`config.mk`:
```
export PLATFORM = sky130hd
export DESIGN_NAME = ttr_regs
export DESIGN_NICKNAME = d
export VERILOG_FILES = /design/src/common/ttr_pkg.sv /design/src/logic/ttr_regs.sv /design/src/logic/ttr_imp_div.sv
export SDC_FILE = /design/constraint.sdc
export NUM_CORES = 1
export LEC_CHECK = 0
export BUFFER_PORTS_ARGS = -buffer_cell sky130_fd_sc_hd__buf_2
export CAP_MARGIN = 20
export CORE_AREA = 2 2 122 124
export DETAILED_ROUTE_END_ITERATION = 16
export DIE_AREA = 0 0 124 126
export MAX_ROUTING_LAYER = met4
export PLACE_DENSITY = 0.7
export SETUP_SLACK_MARGIN = 0.05
export SLEW_MARGIN = 20
export SYNTH_ARGS = -nofsm -noshare
export SYNTH_HDL_FRONTEND = slang
export SYNTH_SLANG_ARGS = --single-unit
export TNS_END_PERCENT = 100
```
`constraint.sdc`:
```
create_clock -name CORE_CLK_I -period 2.6 [get_ports CORE_CLK_I]
set_clock_uncertainty 0.05 [all_clocks]
set_input_delay 0.52 -clock CORE_CLK_I [delete_from_list [all_inputs] [get_ports CORE_CLK_I]]
set_output_delay 0.52 -clock CORE_CLK_I [all_outputs]
set_load 0.01 [all_outputs]
```
`src/common/ttr_pkg.sv`:
```
package ttr_pkg;
    // =====================================================
    // Register map
    localparam int unsigned ADDR_W          = 8;
    localparam int unsigned DATA_W          = 8;
    localparam logic [7:0]  OFS_SHARE_BUS   = 8'h1D;
    localparam logic [7:0]  OFS_MOD_DEPTH   = 8'h1E;
    localparam logic [7:0]  OFS_LINE_IMP    = 8'h1F;
    localparam logic [7:0]  OFS_GAIN_TRIM   = 8'h21;
    localparam logic [7:0]  OFS_OCP_LIMIT   = 8'h22;
    // =====================================================
    // Field layout
    localparam int unsigned TRIM_POL_BIT    = 7;
    localparam int unsigned TRIM_MAG_MSB    = 6;
    localparam int unsigned TRIM_MAG_W      = 7;
    // =====================================================
    // Reset and fixed values
    localparam logic [7:0]  RST_GAIN_TRIM   = 8'h00;
    localparam logic [7:0]  RST_OCP_LIMIT   = 8'h00;
    localparam logic [7:0]  RST_TELEMETRY   = 8'h00;
    localparam logic [7:0]  RDATA_UNMAPPED  = 8'h00;
    localparam logic [7:0]  SHARE_MASTER_RD = 8'h00;
    localparam logic [7:0]  IMP_SATURATED   = 8'hFF;
    // =====================================================
    // Sense widths and divider timing
    localparam int unsigned SENSE_W         = 12;
    localparam int unsigned DIV_CYCLES      = SENSE_W + 1;
endpackage

```
`src/logic/ttr_regs.sv`:
```
`timescale 1ns/1ps
// Overview of operation
// [RULE1] Share bus register returns the 8-bit share bus voltage level.
// [RULE2] While this supply is share master the share bus register reads zero.
// [RULE3] Modulation register is an 8-bit read-only view of loop modulation.
// [RULE4] Modulation value spans none to full depth on modulating PWM edges.
// [RULE5] Line impedance reads local minus remote sense over secondary current.
// [RULE6] Trim bit 7 high gives negative gain correction, low gives positive.
// [RULE7] Trim bits 6 to 0 hold a readable, writable gain magnitude.
// [RULE8] Writes to read-only telemetry registers change no state at all.
module ttr_regs
    import ttr_pkg::*;
#(
    parameter int unsigned SW = SENSE_W
) (
    input  wire logic              CORE_CLK_I,
    input  wire logic              RST_N_I,
    input  wire logic              CLK_EN_I,
    input  wire logic [ADDR_W-1:0] REG_ADDR_I,
    input  wire logic              REG_WR_I,
    input  wire logic [DATA_W-1:0] REG_WDATA_I,
    input  wire logic              REG_RD_I,
    output logic      [DATA_W-1:0] REG_RDATA_O,
    output logic                   REG_RVALID_O,
    input  wire logic [7:0]        SHARE_BUS_LEVEL_I,
    input  wire logic              SHARE_MASTER_I,
    input  wire logic [7:0]        MOD_DEPTH_I,
    input  wire logic [SW-1:0]     LOCAL_VOLTAGE_SENSE_I,
    input  wire logic [SW-1:0]     REMOTE_VOLTAGE_SENSE_I,
    input  wire logic [SW-1:0]     SECONDARY_CURRENT_SENSE_I,
    input  wire logic              IMP_SAMPLE_I,
    output logic                   IMP_BUSY_O,
    output logic                   GAIN_NEG_O,
    output logic [TRIM_MAG_W-1:0]  GAIN_TRIM_O,
    output logic [7:0]             OCP_LIMIT_O
);
    typedef struct packed {
        logic [7:0] share;
        logic [7:0] mod;
        logic [7:0] imp;
        logic [7:0] trim;
        logic [7:0] ocp;
        logic [7:0] rdata;
        logic       rvalid;
    } ttr_st_t;

    ttr_st_t        st_r;
    ttr_st_t        st_nxt;
    logic [SW-1:0]  v_diff;
    logic           div_done;
    logic [7:0]     div_quot;

    function automatic logic is_addr(input logic [ADDR_W-1:0] a, input logic [7:0] ofs);
        return a == ofs;
    endfunction

    function automatic logic is_mapped(input logic [ADDR_W-1:0] a);
        return is_addr(a, OFS_SHARE_BUS) || is_addr(a, OFS_MOD_DEPTH)
            || is_addr(a, OFS_LINE_IMP) || is_addr(a, OFS_GAIN_TRIM)
            || is_addr(a, OFS_OCP_LIMIT);
    endfunction

    // =====================================================
    // Impedance divider
    // Remote above local clamps the drop to zero
    assign v_diff = (LOCAL_VOLTAGE_SENSE_I > REMOTE_VOLTAGE_SENSE_I)
                  ? LOCAL_VOLTAGE_SENSE_I - REMOTE_VOLTAGE_SENSE_I : '0; // [RULE5]

    ttr_imp_div #(
        .NW (SW)
    ) u_div (
        .clk_i      (CORE_CLK_I),
        .rst_n_i    (RST_N_I),
        .ce_i       (CLK_EN_I),
        .start_i    (IMP_SAMPLE_I),
        .dividend_i (v_diff),
        .divisor_i  (SECONDARY_CURRENT_SENSE_I),
        .busy_o     (IMP_BUSY_O),
        .done_o     (div_done),
        .quot_o     (div_quot)
    );

    // =====================================================
    // Next state
    always_comb begin
        st_nxt = st_r;
        st_nxt.rvalid = 1'b0;
        // Telemetry capture
        st_nxt.share = SHARE_MASTER_I ? SHARE_MASTER_RD : SHARE_BUS_LEVEL_I; // [RULE1] [RULE2]
        st_nxt.mod   = MOD_DEPTH_I; // [RULE3] [RULE4]
        if (div_done) begin
            st_nxt.imp = div_quot; // [RULE5]
        end
        // Writes; read-only offsets fall through untouched
        if (REG_WR_I) begin
            if (is_addr(REG_ADDR_I, OFS_GAIN_TRIM)) begin
                st_nxt.trim = REG_WDATA_I; // [RULE6] [RULE7]
            end else if (is_addr(REG_ADDR_I, OFS_OCP_LIMIT)) begin
                st_nxt.ocp = REG_WDATA_I;
            end
        end // [RULE8]
        // Reads
        if (REG_RD_I) begin
            st_nxt.rvalid = 1'b1;
            case (REG_ADDR_I)
                OFS_SHARE_BUS: st_nxt.rdata = st_r.share; // [RULE1] [RULE2]
                OFS_MOD_DEPTH: st_nxt.rdata = st_r.mod; // [RULE3]
                OFS_LINE_IMP:  st_nxt.rdata = st_r.imp; // [RULE5]
                OFS_GAIN_TRIM: st_nxt.rdata = st_r.trim; // [RULE7]
                OFS_OCP_LIMIT: st_nxt.rdata = st_r.ocp;
                default:       st_nxt.rdata = RDATA_UNMAPPED;
            endcase
        end
    end

    always_ff @(posedge CORE_CLK_I or negedge RST_N_I) begin
        if (!RST_N_I) begin
            st_r        <= '0;
            st_r.share  <= RST_TELEMETRY;
            st_r.mod    <= RST_TELEMETRY;
            st_r.imp    <= RST_TELEMETRY;
            st_r.trim   <= RST_GAIN_TRIM;
            st_r.ocp    <= RST_OCP_LIMIT;
            st_r.rdata  <= RDATA_UNMAPPED;
        end else if (CLK_EN_I) begin
            st_r <= st_nxt;
        end
    end

    // =====================================================
    // Outputs
    assign REG_RDATA_O  = st_r.rdata;
    assign REG_RVALID_O = st_r.rvalid;
    assign GAIN_NEG_O   = st_r.trim[TRIM_POL_BIT]; // [RULE6]
    assign GAIN_TRIM_O  = st_r.trim[TRIM_MAG_MSB:0]; // [RULE7]
    assign OCP_LIMIT_O  = st_r.ocp;
endmodule

```
`src/logic/ttr_imp_div.sv`:
```
`timescale 1ns/1ps
// Restoring divider for the line impedance reading
module ttr_imp_div
    import ttr_pkg::*;
#(
    parameter int unsigned NW = SENSE_W
) (
    input  wire logic          clk_i,
    input  wire logic          rst_n_i,
    input  wire logic          ce_i,
    input  wire logic          start_i,
    input  wire logic [NW-1:0] dividend_i,
    input  wire logic [NW-1:0] divisor_i,
    output logic               busy_o,
    output logic               done_o,
    output logic [7:0]         quot_o
);
    localparam int unsigned CW = $clog2(NW + 1);

    typedef struct packed {
        logic          busy;
        logic          done;
        logic [CW-1:0] cnt;
        logic [NW:0]   rem;
        logic [NW-1:0] q;
        logic [NW-1:0] div;
        logic [7:0]    res;
    } ttr_div_st_t;

    ttr_div_st_t st_r;
    ttr_div_st_t st_nxt;

    // =====================================================
    // Next state
    always_comb begin
        logic [NW:0] rem_sh;
        rem_sh = '0;
        st_nxt = st_r;
        st_nxt.done = 1'b0;
        if (!st_r.busy && start_i) begin
            st_nxt.busy = 1'b1;
            st_nxt.cnt  = CW'(NW);
            st_nxt.rem  = '0;
            st_nxt.q    = dividend_i;
            st_nxt.div  = divisor_i;
        end else if (st_r.busy) begin
            rem_sh = {st_r.rem[NW-1:0], st_r.q[NW-1]};
            st_nxt.q = {st_r.q[NW-2:0], 1'b0};
            if (rem_sh >= {1'b0, st_r.div}) begin
                st_nxt.rem  = rem_sh - {1'b0, st_r.div};
                st_nxt.q[0] = 1'b1;
            end else begin
                st_nxt.rem = rem_sh;
            end
            st_nxt.cnt = st_r.cnt - 1'b1;
            if (st_r.cnt == CW'(1)) begin
                st_nxt.busy = 1'b0;
                st_nxt.done = 1'b1;
                // Quotient above 8 bits, or zero current, saturates
                if (st_nxt.q > NW'(IMP_SATURATED)) begin // [RULE5]
                    st_nxt.res = IMP_SATURATED;
                end else begin
                    st_nxt.res = st_nxt.q[7:0]; // [RULE5]
                end
            end
        end
    end

    always_ff @(posedge clk_i or negedge rst_n_i) begin
        if (!rst_n_i) begin
            st_r <= '0;
        end else if (ce_i) begin
            st_r <= st_nxt;
        end
    end

    assign busy_o = st_r.busy;
    assign done_o = st_r.done;
    assign quot_o = st_r.res;
endmodule

```
**Word-level counts from Yosys, hierarchy flattened**

Index checks and enable logic that the tools add are counted.

- Mux-type cells: 14
- Reduce and logical (&&, ||, !) cells: 10
- Equality and inequality tests: 6
- Order comparisons: 3
- Add/subtract/negate cells: 3
- Bitwise operators: 2

Operators by type and width:

| cell | count |
|---|---|
| $pmux W8 S5 | 1 |
| $mux W31 | 1 |
| $mux W29 | 1 |
| $eq A8 B5 Y1 const B | 3 |
| $eq A8 B6 Y1 const B | 2 |
| $mux W8 | 2 |
| $ge A13 B12 Y1 | 1 |
| $mux W13 | 1 |
| $sub A13 B12 Y13 | 1 |
| $gt A12 B12 Y1 | 1 |
| $gt A12 B8 Y1 const B | 1 |
| $mux W12 | 1 |
| $sub A12 B12 Y12 | 1 |
| $reduce_and A2 Y1 | 4 |
| $reduce_and A4 Y1 | 2 |
| $mux W1 | 6 |
| $eq A4 B1 Y1 const B | 1 |
| $sub A4 B1 Y4 const B | 1 |
| $reduce_and A3 Y1 | 1 |
| $mux W2 | 1 |
| $not A1 Y1 | 2 |
| $reduce_bool A2 Y1 | 1 |
| $logic_and A1 B1 Y1 | 1 |
| $logic_not A1 Y1 | 1 |

- Bits of input ports: 75
- Register bits: 99
- Output and inout bits: 26
- Word-level logic and storage cells: 52

**Depth between registers and ports, before layout**

- Depth after elaboration: 6
- Gate-level depth with buffers: 11
- Depth with buffers taken out: 10

**Cells and area by module**

A second synthesis with hierarchy kept.

- Cells, all modules: 594
- Area total of the unflattened synthesis: 5821.8 µm²

Modules (own cells, without submodules):

| module | cells each | area an instance (µm²) | times used | sequential area each (µm²) |
|---|---|---|---|---|
| ttr_regs | 310 | 3103.0 | 1 | 1226.2 |
| ttr_imp_div | 284 | 2718.9 | 1 | 1251.2 |

**Worst setup path before layout**

Ideal clock, no wire load.

- Path kind: input port to flip-flop
- From: in LOCAL_VOLTAGE_SENSE_I[0]
- To: reg u_div.st_r[30] in the netlist's numbering
- Path slack: 0.118 ns
- Arrival time: 2.337 ns
- Setup time: 0.095 ns
- Buffers on the path: 1
- Cell stages on the path: 11
- Data required time: 2.455 ns
- Cell sequence: inv_1 ha_1 inv_1 fa_1 a21o_1 a21oi_1 o41ai_2 a31oi_1 or4_1 buf_2 o31ai_1

- Longest elaborated chain between the ends: 3
- Elaborated cells on any way between the ends: 4
- Classes of those cells: add/sub (1); order compare (1); mux (2)

Ends and longest elaborated chain:

| element | line | text |
|---|---|---|
| from (decl) | ttr_regs.sv:28 | `input wire logic [SW-1:0] LOCAL_VOLTAGE_SENSE_I,` |
| $sub A12 B12 Y12 / $gt A12 B12 Y1 (equally long branches) | ttr_regs.sv:67, ttr_regs.sv:66 |  |
| $mux W12 * | ttr_regs.sv:67 | `? LOCAL_VOLTAGE_SENSE_I - REMOTE_VOLTAGE_SENSE_I : '0;` |
| $mux W29 * | ttr_imp_div.sv:40 | `if (!st_r.busy && start_i) begin` |
| to (signal assigned) | ttr_imp_div.sv:73 | `st_r <= st_nxt;` |
| to (decl) | ttr_imp_div.sv:30 | `ttr_div_st_t st_r;` |

Every way passes the cells marked *; elsewhere a longest branch is shown, timed or not.
A chain may end at the register's enable or synchronous reset.

**Worst setup path in the final report**

- From: reg u_div.st_r[14] in the netlist's numbering
- To: reg u_div.st_r[41] in the netlist's numbering

- Longest elaborated chain between the ends: 4
- Elaborated cells on any way between the ends: 5
- Classes of those cells: add/sub (1); order compare (1); mux (3)

Ends and longest elaborated chain:

| element | line | text |
|---|---|---|
| $sub A13 B12 Y13 / $ge A13 B12 Y1 (equally long branches) | ttr_imp_div.sv:50, ttr_imp_div.sv:49 |  |
| $mux W13 * | ttr_imp_div.sv:49 | `if (rem_sh >= {1'b0, st_r.div}) begin` |
| $mux W31 * | ttr_imp_div.sv:46 | `end else if (st_r.busy) begin` |
| $mux W29 * | ttr_imp_div.sv:40 |  |

Every way passes the cells marked *; elsewhere a longest branch is shown, timed or not. The select of a mux whose other input is x is not followed.

==> flow_summary.html <==
<table>
<tr><th>Metric</th><th>Value</th></tr>
<tr><th colspan="2">Outcome</th></tr>
<tr><td>Run status</td><td>finished clean</td></tr>
<tr><th colspan="2">Synthesis</th></tr>
<tr><td>Adder-Cell Fraction of Synth Area</td><td>6.51%</td></tr>
<tr><td>Compound-Gate Fraction of Synth Area</td><td>17.9%</td></tr>
<tr><td>Dominant register cell in the synthesized netlist</td><td>sky130_fd_sc_hd__dfrtp_1</td></tr>
<tr><td>Number of flops mapped to enable cells by yosys</td><td>0</td></tr>
<tr><td>Warnings, synthesis</td><td>0</td></tr>
<tr><td>Total nets after synthesis</td><td>637</td></tr>
<tr><td>Sequential share of the synthesized area</td><td>44.2%</td></tr>
<tr><td>Share of Yosys cell area claimed by the top area cell type</td><td>44.2%</td></tr>
<tr><td>Largest family of logic cells by synthesized area</td><td>compound AO/OA/AOI/OAI gates</td></tr>
<tr><td>Fraction of registers with async set/reset</td><td>100%</td></tr>
<tr><td>Area contributors post-synth</td><td>sky130_fd_sc_hd__dfrtp_1, sky130_fd_sc_hd__mux2_2, sky130_fd_sc_hd__ha_1</td></tr>
<tr><td>Instance count of the mapped netlist</td><td>534</td></tr>
<tr><td>Number of distinct standard cells referenced by the synthesized netlist</td><td>60</td></tr>
<tr><td>Cell taking the most area after synthesis</td><td>sky130_fd_sc_hd__dfrtp_1</td></tr>
<tr><td>Mux cell area share after synthesis</td><td>10.8%</td></tr>
<tr><td>Average instance area after synthesis</td><td>10.5 um2</td></tr>
<tr><td>Netlist Area Pre-Place</td><td>5610 um2</td></tr>
<tr><td>Simple logic cell fraction of the synthesized area</td><td>10.2%</td></tr>
<tr><td>Parity-gate share of the synthesized area counting xor and xnor cells</td><td>2.50%</td></tr>
<tr><td>Post-synthesis sequential element count</td><td>99</td></tr>
<tr><th colspan="2">Place</th></tr>
<tr><td>Final weighted congestion in routability-driven placement</td><td>0.832</td></tr>
<tr><td>Post-detail-place hpwl</td><td>9440 um</td></tr>
<tr><td>Pre-CTS setup slack</td><td>-0.0513 ns</td></tr>
<tr><td>Count of input and output buffers</td><td>100</td></tr>
<tr><td>Cells after DPL</td><td>806</td></tr>
<tr><th colspan="2">Clock tree</th></tr>
<tr><td>CTS HTree Levels</td><td>3</td></tr>
<tr><td>Clk Latency, worst-skew pair</td><td>0.35 ns</td></tr>
<tr><td>CTS buffer count</td><td>9</td></tr>
<tr><td>Clock Sink Count</td><td>99</td></tr>
<tr><td>Clock Path Buffers</td><td>2</td></tr>
<tr><td>Clock root cell</td><td>sky130_fd_sc_hd__clkbuf_16</td></tr>
<tr><td>CTS tree</td><td>yes</td></tr>
<tr><td>CTS clk-pin slew, worst paths</td><td>0.08 ns</td></tr>
<tr><th colspan="2">Min path</th></tr>
<tr><td>Min-Delay Path Class</td><td>input pin to asynchronous set/reset pin</td></tr>
<tr><th colspan="2">Detailed routing</th></tr>
<tr><td>Drt initial violations</td><td>407</td></tr>
<tr><td>Count of unresolved DRC violations after routing</td><td>0</td></tr>
<tr><td>Wire length after detailed routing</td><td>12600 um</td></tr>
<tr><td>Final routed wire length divided by cell count</td><td>15.3 um</td></tr>
<tr><td>Number of optimization iterations in the first detailed-route pass</td><td>5</td></tr>
<tr><td>Number of routed nets with antenna violations</td><td>0</td></tr>
<tr><td>Ratio of routed vias to standard cells</td><td>5.35</td></tr>
<tr><td>Total via count in the routed design</td><td>4433</td></tr>
<tr><th colspan="2">Final layout</th></tr>
<tr><td>Syn-to-layout area delta</td><td>20.0%</td></tr>
<tr><td>Most frequent cells in the layout</td><td>sky130_fd_sc_hd__dfrtp_1, sky130_fd_sc_hd__buf_2, sky130_fd_sc_hd__mux2_2</td></tr>
<tr><td>Antenna diodes</td><td>0</td></tr>
<tr><td>Fraction of the core area covered by cells at the end of the flow</td><td>47.0%</td></tr>
<tr><td>Fraction of final layout cells with drive strength greater than 1</td><td>33.7%</td></tr>
<tr><td>Non-filler cells in the finished layout</td><td>828</td></tr>
<tr><td>Count of fill cells added during filler insertion</td><td>1314</td></tr>
<tr><td>Post-layout nets</td><td>742</td></tr>
<tr><th colspan="2">STA</th></tr>
<tr><td>RSZ-0062 raised after global routing</td><td>no</td></tr>
<tr><td>Max transition margin</td><td>50.3%</td></tr>
<tr><td>Fin crit share</td><td>94.4%</td></tr>
<tr><td>Worst Tran Pin Value</td><td>0.745 ns</td></tr>
<tr><td>Final Worst Setup Slack</td><td>0.145 ns</td></tr>
<tr><td>Tmin final</td><td>2.45 ns</td></tr>
<tr><td>Number of pins with negative max-slew slack in the final report</td><td>0</td></tr>
<tr><td>Highest Clock Rate</td><td>407 MHz</td></tr>
<tr><td>Total of endpoints with negative setup slack in the final report</td><td>0</td></tr>
<tr><td>Hold violation count in the final report</td><td>0</td></tr>
<tr><th colspan="2">GRT</th></tr>
<tr><td>Sum of overflow across all layers after global routing</td><td>0</td></tr>
<tr><td>Initial antenna violation count</td><td>0</td></tr>
<tr><td>Largest net degree at the start of global routing</td><td>60</td></tr>
<tr><td>Global-route wire length before repair</td><td>20600 um</td></tr>
<tr><td>Total GRT Usage</td><td>17.1%</td></tr>
<tr><td>Vias in the first global route</td><td>4343</td></tr>
<tr><th colspan="2">Pwr</th></tr>
<tr><td>Leakage</td><td>3.27 nW</td></tr>
<tr><td>Total power consumption of the routed design</td><td>7.30 mW</td></tr>
<tr><td>Pwr Density</td><td>1080 nW/um2</td></tr>
<tr><td>Largest voltage drop on the vdd net</td><td>0.527 mV</td></tr>
<tr><th colspan="2">Critical path</th></tr>
<tr><td>Startpoint type of the worst setup path</td><td>flip-flop</td></tr>
<tr><td>Worst Path Required</td><td>2.78 ns</td></tr>
<tr><td>Start-to-end type of the worst setup path</td><td>flip-flop to flip-flop</td></tr>
<tr><td>Data arrival at the endpoint of the critical path</td><td>2.64 ns</td></tr>
<tr><td>Worst-path maximum fanout</td><td>8</td></tr>
<tr><td>Kind of end point of the critical path</td><td>flip-flop</td></tr>
<tr><th colspan="2">Floorplan</th></tr>
<tr><td>Vert. Die Dim</td><td>126 um</td></tr>
<tr><td>Number of standard-cell rows in the floorplan</td><td>44</td></tr>
<tr><td>Die outline width</td><td>124 um</td></tr>
<tr><td>Starting density of the core</td><td>39.2%</td></tr>
<tr><td>Area inside the core boundary</td><td>14300 um2</td></tr>
<tr><td>Count of boundary I/O pins</td><td>101</td></tr>
<tr><td>Die Footprint</td><td>15600 um2</td></tr>
<tr><th colspan="2">Job</th></tr>
<tr><td>Max-capacitance violation count</td><td>0</td></tr>
</table>
-- per-layer routing --
layer | routed length [um] | track usage (%)
met1 | 5790 | 23.3
met2 | 5850 | 25.9
met3 | 792 | 2.85
met4 | 214 | 5.55
met5 | 0 | -
-- sequential cells by signal (all words and copies together) (netlist names) --
| name | cells |
|---|---|
| REG_RVALID_O | 1 |
| st_r | 24 |
| u_div.quot_o | 8 |
| u_div.done_o | 1 |
| GAIN_TRIM_O | 7 |
| u_div.busy_o | 1 |
| REG_RDATA_O | 8 |
| GAIN_NEG_O | 1 |
| OCP_LIMIT_O | 8 |
| u_div.st_r | 40 |
-- synth_stat cells (4+ instances only) --
cell type / count
sky130_fd_sc_hd__o31ai_1: 5
sky130_fd_sc_hd__o21ai_0: 31
sky130_fd_sc_hd__buf_2: 5
sky130_fd_sc_hd__clkbuf_1: 11
sky130_fd_sc_hd__a222oi_1: 8
sky130_fd_sc_hd__nand2b_1: 7
sky130_fd_sc_hd__a21oi_1: 12
sky130_fd_sc_hd__mux2i_1: 10
sky130_fd_sc_hd__o22a_1: 8
sky130_fd_sc_hd__nand3_1: 7
sky130_fd_sc_hd__inv_1: 43
sky130_fd_sc_hd__nand3b_1: 11
sky130_fd_sc_hd__buf_4: 24
sky130_fd_sc_hd__a21o_1: 8
sky130_fd_sc_hd__a22oi_1: 19
sky130_fd_sc_hd__ha_1: 26
sky130_fd_sc_hd__dfrtp_1: 99
sky130_fd_sc_hd__xor2_1: 6
sky130_fd_sc_hd__nor4_1: 4
sky130_fd_sc_hd__a31oi_1: 12
sky130_fd_sc_hd__nand2_1: 33
sky130_fd_sc_hd__nor2_1: 28
sky130_fd_sc_hd__xnor2_1: 10
sky130_fd_sc_hd__nor3_1: 5
sky130_fd_sc_hd__mux2_2: 45
-- worst max-delay path, cell delays in order (launching register included) --
cell	delay, ns
sky130_fd_sc_hd__dfrtp_1	0.38
sky130_fd_sc_hd__inv_1	0.06
sky130_fd_sc_hd__ha_2	0.31
sky130_fd_sc_hd__a21o_1	0.24
sky130_fd_sc_hd__a311o_2	0.42
sky130_fd_sc_hd__a21oi_2	0.19
sky130_fd_sc_hd__a31oi_4	0.19
sky130_fd_sc_hd__buf_4	0.19
sky130_fd_sc_hd__a221o_1	0.31
-- layout make-up --
class | instances | area [um2] | area share (%)
multi-input cells | 349 | 2730 | 40.5
flip-flops and latches | 99 | 2480 | 36.8
repair buffers | 137 | 818 | 12.2
well taps | 184 | 230 | 3.42
clock buffers | 9 | 225 | 3.35
inverters | 43 | 161 | 2.40
clock inverters | 7 | 93.8 | 1.39
-- where the power goes --
part | leakage, nW | switching [mW] | internal, mW | total [mW]
registers | 1.25 | 0.337 | 2.01 | 2.35
logic | 1.86 | 1.72 | 1.87 | 3.59
clock network | 0.154 | 0.662 | 0.696 | 1.36
total | 3.27 | 2.71 | 4.58 | 7.30
-- through the flow --
| stage | cell area, um2 | hold WS (ns) | TNS, ns |
|---|---|---|---|
| 6_report | 6730 | 0.176 | 0 |
| 5_1_grt | 6730 | 0.239 | 0 |
| 4_1_cts | 6680 | 0.201 | 0 |
| 3_5_place_dp | 6320 | 0.419 | -0.146 |
| 3_3_place_gp | 6320 | 0.408 | 0 |
| 2_1_floorplan | 5610 | 0.174 | 0 |
-- cells by family (layout without fill, tap and decap cells) --
kind of cell               count (synthesis)  after routing
AOI/OAI and AO/OA                        137            137
xor gates and xnor gates                  16             16
adders and majority gates                 28             28
buffers and inverters                     86            196
DFF                                       99             99
muxes                                     55             55
and+or+nand+nor                          113            113
-- what timing repair did --
item	in CTS	in global routing
hold endpoints to repair	0	0
hold buffers	0	0
gates cloned	0	0
setup buffers	3	3
pin swaps	0	2
endpoints found under the setup margin	8	11
resized for setup	0	4
-- final timing paths --
path	startpoint	endpoint	slack, ns	cells past startpoint
max	u_div.st_r[14]$_DFFE_PN0P_	u_div.st_r[41]$_DFFE_PN0P_	0.15	8
min	RST_N_I	GAIN_TRIM_O[1]$_DFFE_PN0P_	0.18	1
max reg2reg	u_div.st_r[14]$_DFFE_PN0P_	u_div.st_r[41]$_DFFE_PN0P_	0.15	8
min reg2reg	REG_RVALID_O$_DFFE_PN0P_	REG_RVALID_O$_DFFE_PN0P_	0.44	1
max in group asynchronous	RST_N_I	u_div.st_r[16]$_DFFE_PN0P_	1.65	2
min in group CORE_CLK_I	MOD_DEPTH_I[6]	st_r[39]$_DFFE_PN0P_	0.35	2
Note: power is estimated with default switching activity, not from simulation.
